--- src/hdl/adc_seq_defines.svh ---
`ifndef ADC_SEQ_DEFINES_SVH
`define ADC_SEQ_DEFINES_SVH

// register byte offsets on the peripheral bus
`define CTL_OFFSET      12'h000
`define STATUS_OFFSET   12'h004
`define MASK_OFFSET     12'h008
`define SCAN_OFFSET     12'h00c

// field positions inside converter_control_two
`define REF_MSB         15
`define REF_LSB         13
`define OFFSET_CALIBRATION_SELECT_BIT      12
`define SCAN_BIT        10
`define FILL_BIT        7
`define SPI_MSB         5
`define SPI_LSB         2
`define BUFFER_MODE_SELECT_BIT        1
`define ALT_BIT         0

// reset values and the mask of software-writable bits
`define CTL_RESET       16'h0000
`define CTL_WMASK       16'hf43f
`define SCAN_RESET      16'h0000
`define IRQ_RESET       2'h0

// interrupt status bit positions
`define IRQ_SEQ_BIT     0
`define IRQ_WRAP_BIT    1

`endif

--- src/hdl/adc_seq_pkg.sv ---
`default_nettype none

package adc_seq_pkg;

   // where the high conversion reference comes from
   typedef enum logic {
      HIGH_FROM_SUPPLY = 1'b0,
      HIGH_FROM_PIN    = 1'b1
   } ref_high_t;

   // where the low conversion reference comes from
   typedef enum logic {
      LOW_FROM_GROUND = 1'b0,
      LOW_FROM_PIN    = 1'b1
   } ref_low_t;

   // what drives the sample-and-hold inputs
   typedef enum logic [1:0] {
      ROUTE_CHANNEL = 2'b00,
      ROUTE_SCAN    = 2'b01,
      ROUTE_LOW_REF = 2'b10
   } route_t;

endpackage : adc_seq_pkg

`default_nettype wire

--- src/hdl/adc_sequence_buffer_control.sv ---
// What this block does
// - reference code picks high and low references
// - offset calibration ties both inputs low reference
// - without calibration, inputs follow channel or scan
// - scan bit steps inputs; clear means none
// - fill status shows half being filled
// - interrupt every n+1 finished sequences
// - buffer mode: two halves or one
// - alternate mode: A first, then B, A
// - alternate off: always setting A
// - upper and unassigned bits read zero
//
// Implementation choices: the placing of the registers and register access over APB.
`include "adc_seq_defines.svh"
`default_nettype none

module adc_sequence_buffer_control #(
   parameter int DEPTH = 16,
   parameter int AW    = 4,
   parameter int PAW   = 12
) (
   input  wire logic                  clk,
   input  wire logic                  rst,
   input  wire logic                  psel,
   input  wire logic                  penable,
   input  wire logic                  pwrite,
   input  wire logic [PAW-1:0]        paddr,
   input  wire logic [31:0]           pwdata,
   output logic      [31:0]           prdata,
   output logic                       pready,
   output logic                       pslverr,
   input  wire logic                  seq_done,
   input  wire logic                  conv_done,
   output adc_seq_pkg::ref_high_t     ref_high,
   output adc_seq_pkg::ref_low_t      ref_low,
   output adc_seq_pkg::route_t        input_route,
   output logic      [AW-1:0]         scan_index,
   output logic                       mux_b_select,
   output logic      [AW-1:0]         buf_addr,
   output logic                       fill_status,
   output logic                       irq
);
   import adc_seq_pkg::*;

   // is this offset one of ours
   function automatic logic is_mapped(input logic [PAW-1:0] a);
      is_mapped = (a == `CTL_OFFSET) || (a == `STATUS_OFFSET) ||
                  (a == `MASK_OFFSET) || (a == `SCAN_OFFSET);
   endfunction : is_mapped

   // next set scan bit after cur, wrapping; zero when mask empty
   function automatic logic [AW-1:0] next_scan(
      input logic [DEPTH-1:0] mask,
      input logic [AW-1:0]    cur
   );
      logic [AW-1:0] idx;
      logic          found;
      next_scan = '0;
      found     = 1'b0;
      for (int i = 1; i <= DEPTH; i++) begin
         idx = cur + i[AW-1:0];
         if (!found && mask[idx]) begin
            next_scan = idx;
            found     = 1'b1;
         end
      end
   endfunction : next_scan

   // ---------------- bus side ----------------
   logic [15:0]      ctl;           // writable control fields
   logic [DEPTH-1:0] scan_mask;     // inputs visited while scanning
   logic [1:0]       irq_status;    // sticky events
   logic [1:0]       irq_mask;      // enables onto irq

   wire access   = psel && penable;              // access phase
   wire first    = access && !pready;            // answer being built
   wire mapped   = is_mapped(paddr);
   wire wr_fire  = access && pready && pwrite;   // write commit edge
   wire ctl_wr   = wr_fire && (paddr == `CTL_OFFSET);
   wire stat_wr  = wr_fire && (paddr == `STATUS_OFFSET);
   wire mask_wr  = wr_fire && (paddr == `MASK_OFFSET);
   wire scan_wr  = wr_fire && (paddr == `SCAN_OFFSET);

   // control fields as named wires
   wire [2:0] ref_code  = ctl[`REF_MSB:`REF_LSB];
   wire       offset_calibration_select_en = ctl[`OFFSET_CALIBRATION_SELECT_BIT];
   wire       scan_en   = ctl[`SCAN_BIT];
   wire [3:0] spi_limit = ctl[`SPI_MSB:`SPI_LSB];
   wire       split_en  = ctl[`BUFFER_MODE_SELECT_BIT];
   wire       alt_en    = ctl[`ALT_BIT];

   // control read view: writable bits plus live fill status
   wire [15:0] ctl_view = (ctl & `CTL_WMASK) |
                          {8'h00, fill_status, 7'h00};

   // read mux; everything above the low half stays zero
   wire [31:0] rd_ctl  = {16'h0000, ctl_view};
   wire [31:0] rd_stat = {30'h0, irq_status};
   wire [31:0] rd_mask = {30'h0, irq_mask};
   wire [31:0] rd_scan = {{(32-DEPTH){1'b0}}, scan_mask};
   wire [31:0] rd_data = (paddr == `CTL_OFFSET)    ? rd_ctl  :
                         (paddr == `STATUS_OFFSET) ? rd_stat :
                         (paddr == `MASK_OFFSET)   ? rd_mask :
                         (paddr == `SCAN_OFFSET)   ? rd_scan :
                                                     32'h0000_0000;

   // one wait state: ready rises on the second access cycle
   always_ff @(posedge clk) begin
      if (rst) begin
         pready  <= 1'b0;
         pslverr <= 1'b0;
         prdata  <= 32'h0000_0000;
      end else begin
         pready  <= first;
         pslverr <= first && !mapped;
         prdata  <= (first && !pwrite) ? rd_data : 32'h0000_0000;
      end
   end

   // software-written registers; read-only and unused bits never stored
   always_ff @(posedge clk) begin
      if (rst) begin
         ctl       <= `CTL_RESET;
         scan_mask <= `SCAN_RESET;
         irq_mask  <= `IRQ_RESET;
      end else begin
         if (ctl_wr) begin
            ctl <= pwdata[15:0] & `CTL_WMASK;
         end
         if (scan_wr) begin
            scan_mask <= pwdata[DEPTH-1:0];
         end
         if (mask_wr) begin
            irq_mask <= pwdata[1:0];
         end
      end
   end

   // ---------------- sequence counting and buffer ----------------
   logic count_done;   // registered once-per-n+1 pulse
   logic buf_wrap;     // pointer ran past its region

   // a control write restarts counting so a new limit starts clean
   seq_interrupt_counter #(
      .CW       (4)
   ) u_count (
      .clk      (clk),
      .rst      (rst),
      .clear    (ctl_wr),
      .seq_done (seq_done),
      .limit    (spi_limit),
      .done     (count_done)
   );

   // half switching follows the count, never the address itself
   result_pointer #(
      .DEPTH       (DEPTH),
      .AW          (AW)
   ) u_ptr (
      .clk         (clk),
      .rst         (rst),
      .clear       (ctl_wr),
      .conv_done   (conv_done),
      .split       (split_en),
      .switch_half (count_done),
      .addr        (buf_addr),
      .fill_high   (fill_status),
      .wrap        (buf_wrap)
   );

   // ---------------- analog steering ----------------
   // reference decode: 1xx and 000 fall back to supply and ground
   wire high_pin = !ref_code[2] && ref_code[0];
   wire low_pin  = !ref_code[2] && ref_code[1];

   // calibration overrides channel and scan routing
   wire route_t next_route = offset_calibration_select_en ? ROUTE_LOW_REF :
                             scan_en   ? ROUTE_SCAN    :
                                         ROUTE_CHANNEL;

   // registered so the analog switches never see a bus glitch
   always_ff @(posedge clk) begin
      if (rst) begin
         ref_high    <= HIGH_FROM_SUPPLY;
         ref_low     <= LOW_FROM_GROUND;
         input_route <= ROUTE_CHANNEL;
      end else begin
         ref_high    <= high_pin ? HIGH_FROM_PIN : HIGH_FROM_SUPPLY;
         ref_low     <= low_pin  ? LOW_FROM_PIN  : LOW_FROM_GROUND;
         input_route <= next_route;
      end
   end

   // restart points: a control write or an interrupt boundary
   wire             restart   = ctl_wr || count_done;
   // a control write lands on this edge, so follow the bit being written;
   // otherwise switching scan on would start from input 0 regardless
   wire             scan_on    = ctl_wr ? pwdata[`SCAN_BIT] : scan_en;
   wire [AW-1:0]    scan_first = next_scan(scan_mask, {AW{1'b1}});
   wire [AW-1:0]    scan_step  = next_scan(scan_mask, scan_index);

   // scan index: idle at zero unless scanning is on
   always_ff @(posedge clk) begin
      if (rst) begin
         scan_index <= '0;
      end else if (!scan_on) begin
         scan_index <= '0;
      end else if (restart) begin
         scan_index <= scan_first;
      end else if (conv_done) begin
         scan_index <= scan_step;
      end
   end

   // multiplexer choice: A always, or A then B/A alternating
   always_ff @(posedge clk) begin
      if (rst) begin
         mux_b_select <= 1'b0;
      end else if (!alt_en) begin
         mux_b_select <= 1'b0;
      end else if (restart) begin
         mux_b_select <= 1'b0;
      end else if (conv_done) begin
         mux_b_select <= ~mux_b_select;
      end
   end

   // ---------------- interrupts ----------------
   // set wins over a write-one clear in the same cycle
   wire [1:0] irq_set   = {buf_wrap, count_done};
   wire [1:0] irq_clr   = stat_wr ? pwdata[1:0] : 2'b00;
   wire [1:0] next_stat = (irq_status & ~irq_clr) | irq_set;

   always_ff @(posedge clk) begin
      if (rst) begin
         irq_status <= `IRQ_RESET;
         irq        <= 1'b0;
      end else begin
         irq_status <= next_stat;
         irq        <= |(next_stat & irq_mask);
      end
   end

   // sequences completed since the last interrupt boundary
   logic [4:0] seq_seen;
   always_ff @(posedge clk) begin
      if (rst || ctl_wr) begin
         seq_seen <= 5'h00;
      end else if (count_done) begin
         seq_seen <= seq_done ? 5'h01 : 5'h00;
      end else if (seq_done) begin
         seq_seen <= seq_seen + 5'h01;
      end
   end
endmodule : adc_sequence_buffer_control

`default_nettype wire

--- src/hdl/seq_interrupt_counter.sv ---
`default_nettype none

// counts finished sample/convert sequences and pulses once per n+1
module seq_interrupt_counter #(
   parameter int CW = 4
) (
   input  wire logic          clk,
   input  wire logic          rst,
   input  wire logic          clear,
   input  wire logic          seq_done,
   input  wire logic [CW-1:0] limit,
   output logic               done
);

   logic [CW-1:0] count;   // sequences seen since the last pulse

   // a limit change mid-count takes effect against the running count
   always_ff @(posedge clk) begin
      if (rst || clear) begin
         count <= '0;
         done  <= 1'b0;
      end else begin
         done <= 1'b0;
         if (seq_done) begin
            if (count == limit) begin
               count <= '0;
               done  <= 1'b1;
            end else begin
               count <= count + 1'b1;
            end
         end
      end
   end

endmodule : seq_interrupt_counter

`default_nettype wire

--- src/hdl/result_pointer.sv ---
`default_nettype none

// write address into the result buffer, single or split organisation
module result_pointer #(
   parameter int DEPTH = 16,
   parameter int AW    = $clog2(DEPTH)
) (
   input  wire logic          clk,
   input  wire logic          rst,
   input  wire logic          clear,
   input  wire logic          conv_done,
   input  wire logic          split,
   input  wire logic          switch_half,
   output logic [AW-1:0]      addr,
   output logic               fill_high,
   output logic               wrap
);

   wire [AW-2:0] offs      = addr[AW-2:0];        // place inside a half
   wire          half_last = &offs;               // last word of a half
   wire          buf_last  = &addr;               // last word overall

   // a switch beats a conversion landing the same cycle
   always_ff @(posedge clk) begin
      if (rst || clear) begin
         addr      <= '0;
         fill_high <= 1'b0;
         wrap      <= 1'b0;
      end else begin
         wrap <= 1'b0;
         if (switch_half) begin
            if (split) begin
               fill_high <= ~fill_high;
               addr      <= {~fill_high, {(AW-1){1'b0}}};
            end else begin
               addr      <= '0;
            end
         end else if (conv_done) begin
            if (split) begin
               addr <= {fill_high, offs + 1'b1};
               wrap <= half_last;
            end else begin
               addr <= addr + 1'b1;
               wrap <= buf_last;
            end
         end
      end
   end

endmodule : result_pointer

`default_nettype wire

--- config.mk ---
export PLATFORM = sky130hd
export DESIGN_NAME = adc_sequence_buffer_control
export DESIGN_NICKNAME = d
export VERILOG_FILES = /design/src/hdl/adc_seq_pkg.sv /design/src/hdl/adc_sequence_buffer_control.sv /design/src/hdl/seq_interrupt_counter.sv /design/src/hdl/result_pointer.sv
export VERILOG_INCLUDE_DIRS = /design/src /design/src/hdl
export SDC_FILE = /design/constraint.sdc
export NUM_CORES = 1
export LEC_CHECK = 0
export ABC_AREA = 1
export BUFFER_PORTS_ARGS = -buffer_cell sky130_fd_sc_hd__buf_2
export CORE_ASPECT_RATIO = 1.2
export CORE_MARGIN = 3
export CORE_UTILIZATION = 40
export DETAILED_ROUTE_END_ITERATION = 7
export GPL_TIMING_DRIVEN = 0
export HOLD_SLACK_MARGIN = 0.02
export PLACE_DENSITY_LB_ADDON = 0.2
export SETUP_SLACK_MARGIN = 0.5
export SLEW_MARGIN = 40
export SYNTH_ARGS = -nofsm -noshare
export SYNTH_HDL_FRONTEND = slang
export SYNTH_SLANG_ARGS = --single-unit
export TNS_END_PERCENT = 1
--- constraint.sdc ---
create_clock -name clk -period 4.5 [get_ports clk]
set_input_delay 1.125 -clock clk [delete_from_list [all_inputs] [get_ports clk]]
set_output_delay 1.125 -clock clk [all_outputs]
set_load 0.03 [all_outputs]
==> run_results.csv, run 1 <==
group,metric,value,unit
detailed_routing,drtPass1Iterations,5,
grt,grtUsageTotal,0.2178,
cts,clk_latency,0.33,ns
detailed_routing,drtAntennaViolNets,0,
synthesis,seq_area_frac_synth,0.2969,
detailed_routing,wl,14560,um
timing,holdWs,0.4268,ns
grt,grt_max_degree,14,
worst_hold_path,min_path_cells,1,
timing,rsz0062_at_grt,"false",
timing,maxSlewViolCount,0,
synthesis,ys_types,45,
placement,numPortBuffers,66,
setup_path,crit-reg2reg-capture,"scan_index[0]",
cts,cts_tree,"yes",
cts,clk_pin_slew,0.06,ns
setup_path,worst_path_largest_cell_delay,0.40,ns
setup_path,path_buf_inv,7,
detailed_routing,vias,5199,
power_and_ir_drop,irDropWorstVdd,0.2396,mV
setup_path,crit_path_start_kind,"flop",
worst_hold_path,hp-start,"ctl[12]",
timing,setup_tns,0,ns
synthesis,synth_warnings,0,
synthesis,netlist_area,4720,um2
cells_and_area,fin_nets,882,
setup_path,slowest_stage,"dfxtp_2",
setup_path,worstPathArrival,4.00,ns
cts,cts_htree_levels,3,
power_and_ir_drop,leakage,2.676,nW
placement,place_congestion,0.9460,
floorplan,dieArea,13140,um2
timing,worst_pin_slew,0.7467,ns
setup_path,endpoint_kind,"flop",
grt,grt_pass1_vias,4963,
setup_path,endpoint,"scan_index[0]",
cells_and_area,stdcell_area,5638,um2
floorplan,num_rows,42,
setup_path,ff2ff_setup_slack,0.74,ns
synthesis,syn_inst,726,
floorplan,start_util,0.4177,
timing,period_share,0.8361,
timing,finalCriticalPeriod,3.762,ns
setup_path,path_common_cell,"nand2_1",
power_and_ir_drop,powerDensity,253.8,nW/um2
setup_path,worstSetupPathType,"flop to flop",
setup_path,r2r-start,"scan_index[1]",
placement,place_area,5299,um2
cts,cts_num_sinks,70,
floorplan,die_y,125.0,um
worst_hold_path,min_path_type,"flop to flop",
cts,hold_buffers,0,
grt,grt_antenna_before_repair,0,
detailed_routing,wl_per_cell,14.87,um
detailed_routing,vias_per_cell,5.311,
setup_path,startpoint,"scan_index[1]",
timing,hold_viol,0,
grt,grt_pass1_wl,23330,um
setup_path,worst-path-stages,25,
run,drv_cap,0,
setup_path,path_delay_family,"simple AND/OR/NAND/NOR gates",
cells_and_area,final_layout_size_suffix_gt1_frac,0.1709,
synthesis,synth_seq_cells,70,
timing,maxClockFrequency,265.8,MHz
floorplan,die_width,105.2,um
detailed_routing,drc,0,
cells_and_area,diodes,0,
setup_path,critPathRequiredTime,4.73,ns
placement,dp_hpwl,11480,um
grt,grt_overflow,0,
detailed_routing,initialDrtViolationCount,256,
cts,ctsRootBufferMaster,"clkbuf_16",
cts,cts.path.max_buffers,2,
timing,slew_headroom,0.4970,
cts,cts-buffers-inserted,9,
cells_and_area,area_delta_synth_final,19.46,%
setup_path,ff2ff_path_depth,25,
setup_path,critPathMaxFanout,13,
timing,clock_skew,0.006517,ns
synthesis,syn_avg_cell_area,6.501,um2
run_status,outcome,"finished, final reports clean",
floorplan,core_region_area,11300,um2
floorplan,ios,100,
timing,setup-violations-final,0,
registers in the layout, indices dropped and copies added, names as in the netlist:
register         count
u_count.count        4
mux_b_select         1
u_ptr.addr           4
ref_high             1
irq_status           2
prdata              16
irq                  1
pready               1
input_route          2
scan_mask           16
ref_low              1
scan_index           4
u_ptr.wrap           1
u_count.done         1
irq_mask             2
pslverr              1
u_ptr.fill_high      1
ctl                 11
per-stage QoR:
step / utilization / instances / total power [mW] / setup WS (ns)
after floorplan: - / 741 / 0.7098 / 1.015
after global placement: 0.4690 / 961 / 0.7393 / 0.6675
after detailed placement: 0.4690 / 961 / 0.7401 / 0.5816
after CTS: 0.4956 / 977 / 1.445 / 0.5696
after global routing: 0.4990 / 979 / 1.481 / 0.5009
final: 0.4990 / 979 / 1.431 / 0.7375
cells in the final DEF, fill, tap and decap left out, types with 4 or more instances in the layout:
cell type    n
dfxtp_1     69
nand2_2      6
nor2_1      67
nand3_1    110
clkbuf_1    11
inv_1       91
buf_2       68
nand4_1     14
nor3_1      14
o32ai_1     10
nor4_1       6
buf_4       21
xor2_1      10
o21ai_1      4
conb_1      16
nand2_1    141
inv_2        6
clkbuf_16    9
a21oi_1     45
ha_1        10
o21ai_0     44
metal layers:
| layer | global-route usage | vias to the layer above | part of all wire |
|---|---|---|---|
| met5 | 0 | - | 0 |
| met4 | 0.1645 | 0 | 0.065 |
| met3 | 0.02732 | 63 | 0.049 |
| met2 | 0.3612 | 219 | 0.47 |
| met1 | 0.2552 | 2346 | 0.41 |
| li1 | - | 2571 | - |
logic make-up after synthesis:
logic type | after synthesis | share of synthesized area
other | 1 | 0.0007946
buffers and inverters | 137 | 0.1286
adders and majority gates | 11 | 0.02916
AOI/OAI and AO/OA | 119 | 0.1434
DFF | 70 | 0.2969
and+or+nand+nor | 373 | 0.3677
xor gates and xnor gates | 15 | 0.03341
power breakdown:
group,total (mW),switching (mW),internal (mW)
registers,0.629,0.00467,0.625
logic,0.0982,0.0629,0.0353
clock network,0.703,0.274,0.429
total,1.43,0.342,1.09
worst min-delay path by stage:
stage | endpoint | slack (ns)
floorplan | input_route[0] | 0.40
global placement | input_route[0] | 0.41
detailed placement | input_route[0] | 0.42
CTS | input_route[0] | 0.43
global route | ref_high | 0.46
finish | input_route[0] | 0.43
worst reg2reg max path, delay by kind of cell (launching register included):
family / cells / cell delay [ns]
flops: 1 / 0.40
simple gates: 17 / 1.89
buf+inv: 7 / 1.13
fa+ha+maj: 1 / 0.26
cells in the mapped netlist, drive strengths merged:
cell | instances | share of area
xor2 | 11 | 0.022
o21bai | 1 | 0.0016
buf | 25 | 0.038
clkinv | 2 | 0.0016
nor3 | 14 | 0.015
a31oi | 2 | 0.0027
nor2 | 72 | 0.067
a22o | 1 | 0.0019
nand3 | 113 | 0.12
xnor2 | 4 | 0.011
nand2 | 149 | 0.12
nand4 | 16 | 0.026
conb | 1 | 0.00079
o21ai | 48 | 0.051
inv | 99 | 0.080
clkbuf | 11 | 0.0087
ha | 11 | 0.029
a22oi | 1 | 0.0016
a41oi | 1 | 0.0019
o221ai | 2 | 0.0037
a21oi | 45 | 0.048
a211oi | 2 | 0.0032
o211ai | 3 | 0.0048
or2 | 3 | 0.0040
nor4 | 6 | 0.0080
a32oi | 1 | 0.0019
o21a | 2 | 0.0032
o32ai | 10 | 0.019
dfxtp | 70 | 0.30
layout make-up:
cell class / count / area (um2)
Buffer: 36 / 230.2
Clock inverter: 7 / 75.07
Timing Repair Buffer: 68 / 342.8
Multi-Input combinational cell: 534 / 2783
Clock buffer: 9 / 225.2
Inverter: 101 / 386.6
Fill cell: 1188 / 5660
Sequential cell: 70 / 1403
Tap cell: 154 / 192.7
repair_timing:
action	in CTS	in global routing
setup endpoints to repair	0	4
gates resized for setup	0	8
setup buffers	0	2
(Power assumes the default switching activity.)
==> run 2, diff against run 1 <==
--- a/config.mk
+++ b/config.mk
@@ -6,7 +6,7 @@
 export SDC_FILE = /design/constraint.sdc
 export NUM_CORES = 1
 export LEC_CHECK = 0
-export ABC_AREA = 1
+export ABC_AREA = 0
 export BUFFER_PORTS_ARGS = -buffer_cell sky130_fd_sc_hd__buf_2
 export CORE_ASPECT_RATIO = 1.2
 export CORE_MARGIN = 3
==> constraint.sdc (replaced) <==
create_clock -name clk -period 3.7 [get_ports clk]
set_input_delay 0.925 -clock clk [delete_from_list [all_inputs] [get_ports clk]]
set_output_delay 0.925 -clock clk [all_outputs]
set_load 0.03 [all_outputs]
==> run_results.csv, run 2 <==
group,metric,value,unit
grt,grt_overflow,0,
run_status,outcome,"finished, final reports clean",
grt,grt_pass1_wl,24740,um
setup_path,ff2ff_path_depth,15,
setup_path,r2r-start,"scan_index[0]",
setup_path,slowest_stage,"mux4_2",
timing,hold_viol,0,
placement,numPortBuffers,64,
synthesis,async_flop_share,0,
grt,grtUsageTotal,0.2189,
timing,setup_tns,0,ns
placement,place_congestion,1.005,
synthesis,synthTopCellsByCount,"dfxtp_1 (70), nor2_1 (68), mux2i_1 (47)",
cells_and_area,final_cells,831,
synthesis,seq_area_frac_synth,0.2681,
cells_and_area,filler_cell_count,1252,
setup_path,path_delay_family,"multiplexers",
timing,setup-violations-final,0,
worst_hold_path,min_path_cells,1,
detailed_routing,drc,0,
cells_and_area,fin_nets,725,
setup_path,crit-reg2reg-capture,"scan_index[0]",
cts,cts_num_sinks,70,
cells_and_area,final_layout_size_suffix_gt1_frac,0.3313,
cts,hold_buffers,0,
worst_hold_path,hp-start,"pready",
synthesis,yosysMostFrequentCell,"dfxtp_1",
setup_path,ff2ff_setup_slack,0.06,ns
setup_path,path_common_cell,"buf_12",
floorplan,dieArea,14480,um2
floorplan,core_region_area,12720,um2
cts,cts-buffers-inserted,9,
synthesis,synth_warnings,0,
power_and_ir_drop,leakage,2.643,nW
floorplan,die_width,110.4,um
timing,worst_pin_slew,0.7887,ns
synthesis,synth_edf_count,0,
detailed_routing,wl,15570,um
worst_hold_path,holdPathEnd,"pready",
cts,cts_htree_levels,3,
cells_and_area,register_area,1410,um2
timing,finalCriticalPeriod,3.635,ns
setup_path,worstSetupPathType,"flop to flop",
detailed_routing,vias,4648,
floorplan,start_util,0.4108,
setup_path,path_buf_inv,6,
detailed_routing,vias_per_cell,5.593,
synthesis,synth-main-ff-cell,"dfxtp_1",
placement,dp_hpwl,11750,um
cts,clk_pin_slew,0.05,ns
grt,grt_max_degree,12,
cts,cts.path.max_buffers,2,
power_and_ir_drop,irDropWorstVdd,0.3110,mV
timing,slew_headroom,0.4742,
timing,maxClockFrequency,275.1,MHz
synthesis,ys_types,82,
setup_path,worst_path_largest_cell_delay,0.59,ns
run,drv_cap,0,
setup_path,crit_chain,"buf_12 > buf_12 > buf_12 > inv_6 > ha_4 > buf_8 > mux4_2 > mux4_2 > buf_6 > nor2_4 > nand4_4 > o311ai_1 > a311o_1 > nand4_1 > and3b_1",
grt,grt_antenna_before_repair,0,
setup_path,critPathRequiredTime,3.91,ns
placement,dp_cells,794,
cells_and_area,area_delta_synth_final,24.44,%
synthesis,syn_avg_cell_area,9.487,um2
synthesis,netlist_area,5228,um2
synthesis,synth_largest_area_cell,"dfxtp_1",
setup_path,worstPathArrival,3.84,ns
detailed_routing,drtAntennaViolNets,0,
floorplan,die_y,131.2,um
power_and_ir_drop,powerDensity,258.6,nW/um2
grt,grt_pass1_vias,4677,
timing,clock_skew,0.006033,ns
floorplan,num_rows,45,
cells_and_area,biggestRegsByFlops,"prdata x16, scan_mask x16, ctl x11",
detailed_routing,wl_per_cell,18.74,um
setup_path,critPathMaxFanout,5,
cells_and_area,final_cell_mix,"nor2_1 (67), dfxtp_1 (67), buf_2 (65), mux2i_1 (44), buf_4 (37)",
cells_and_area,multi_input_area,3610,um2
setup_path,crit_path_start_kind,"flop",
timing,rsz0062_at_grt,"true",
synthesis,yosysTopAreaCellShare,0.2681,
timing,maxSlewViolCount,0,
detailed_routing,initialDrtViolationCount,393,
setup_path,endpoint_kind,"flop",
synthesis,synth.area.top_cells,"dfxtp_1 (27%), mux4_2 (9.5%), mux2i_1 (9.0%), nor2_1 (4.9%), mux4_1 (3.0%)",
detailed_routing,drtPass1Iterations,5,
power_and_ir_drop,p_total,1.682,mW
cts,cts_tree,"yes",
synthesis,synth_seq_cells,70,
timing,period_share,0.9825,
cts,clk_latency,0.32,ns
floorplan,ios,100,
worst_hold_path,min_path_type,"flop to flop",
synthesis,syn_inst,551,
cts,ctsRootBufferMaster,"clkbuf_16",
cells_and_area,diodes,0,
run 2: cell type report:
type                    instances  area share
well taps                     164     0.03154
clock inverters                 2    0.002308
clock buffers                  13     0.04174
inverters                      17     0.01193
plain buffers                  53     0.06559
repair buffers                 86     0.07521
flip-flops and latches         70      0.2168
multi-input cells             426      0.5549
run 2: what timing repair did:
action | 4_1_cts | 5_1_grt
pin swaps | 13 | 2
resized for setup | 33 | 14
setup buffers | 22 | 0
cloned | 0 | 0
endpoints found under the setup margin | 14 | 14
run 2: where the power goes:
group | leakage, nW | switching, mW | internal [mW] | total, mW
combinational | 1.94 | 0.0677 | 0.0448 | 0.113
sequential | 0.567 | 0.00574 | 0.758 | 0.764
clock | 0.133 | 0.297 | 0.509 | 0.806
total | 2.64 | 0.370 | 1.31 | 1.68
run 2: metrics by stage:
step / hold slack, ns / setup WS, ns / util / cell area, um2
2_1_floorplan: 0.4350 / 0.06504 / - / 5324
3_3_place_gp: 0.4553 / -0.6055 / 0.4597 / 5849
3_5_place_dp: 0.4571 / -0.6120 / 0.4606 / 5861
4_1_cts: 0.4667 / 0.03321 / 0.5070 / 6451
5_1_grt: 0.4895 / -0.05756 / 0.5112 / 6505
6_report: 0.4712 / 0.06469 / 0.5112 / 6505
run 2: worst max path at each step:
stage             startpoint       endpoint  slack [ns]  depth (start not counted)
4_1_cts        scan_index[0]  scan_index[0]        0.03                         14
5_1_grt        scan_index[0]  scan_index[0]       -0.06                         15
3_3_place_gp   scan_index[2]  scan_index[2]       -0.61                         13
6_report       scan_index[0]  scan_index[0]        0.06                         15
2_1_floorplan  scan_index[0]  scan_index[0]        0.07                         17
3_5_place_dp   scan_index[2]  scan_index[2]       -0.61                         13
run 2: cells by family (layout without fill, tap and decap cells):
logic type	after synthesis	in the layout	share of synthesized area
XOR/XNOR	22	22	0.04117
AND/OR/NAND/NOR	185	185	0.1838
AO/OA/AOI/OAI	99	99	0.1304
multiplexers	93	93	0.2642
buffers and inverters	70	171	0.08520
flip-flops	70	70	0.2681
other	1	16	0.0007174
adder cells (fa/ha/maj)	11	11	0.02633
run 2: metal layers:
metal  share of wire  track usage  wire [um]
met1            0.41       0.2699       6364
met2            0.51       0.3681       7901
met3           0.040      0.03342        624
met4           0.044       0.1020        684
met5               0            0          0
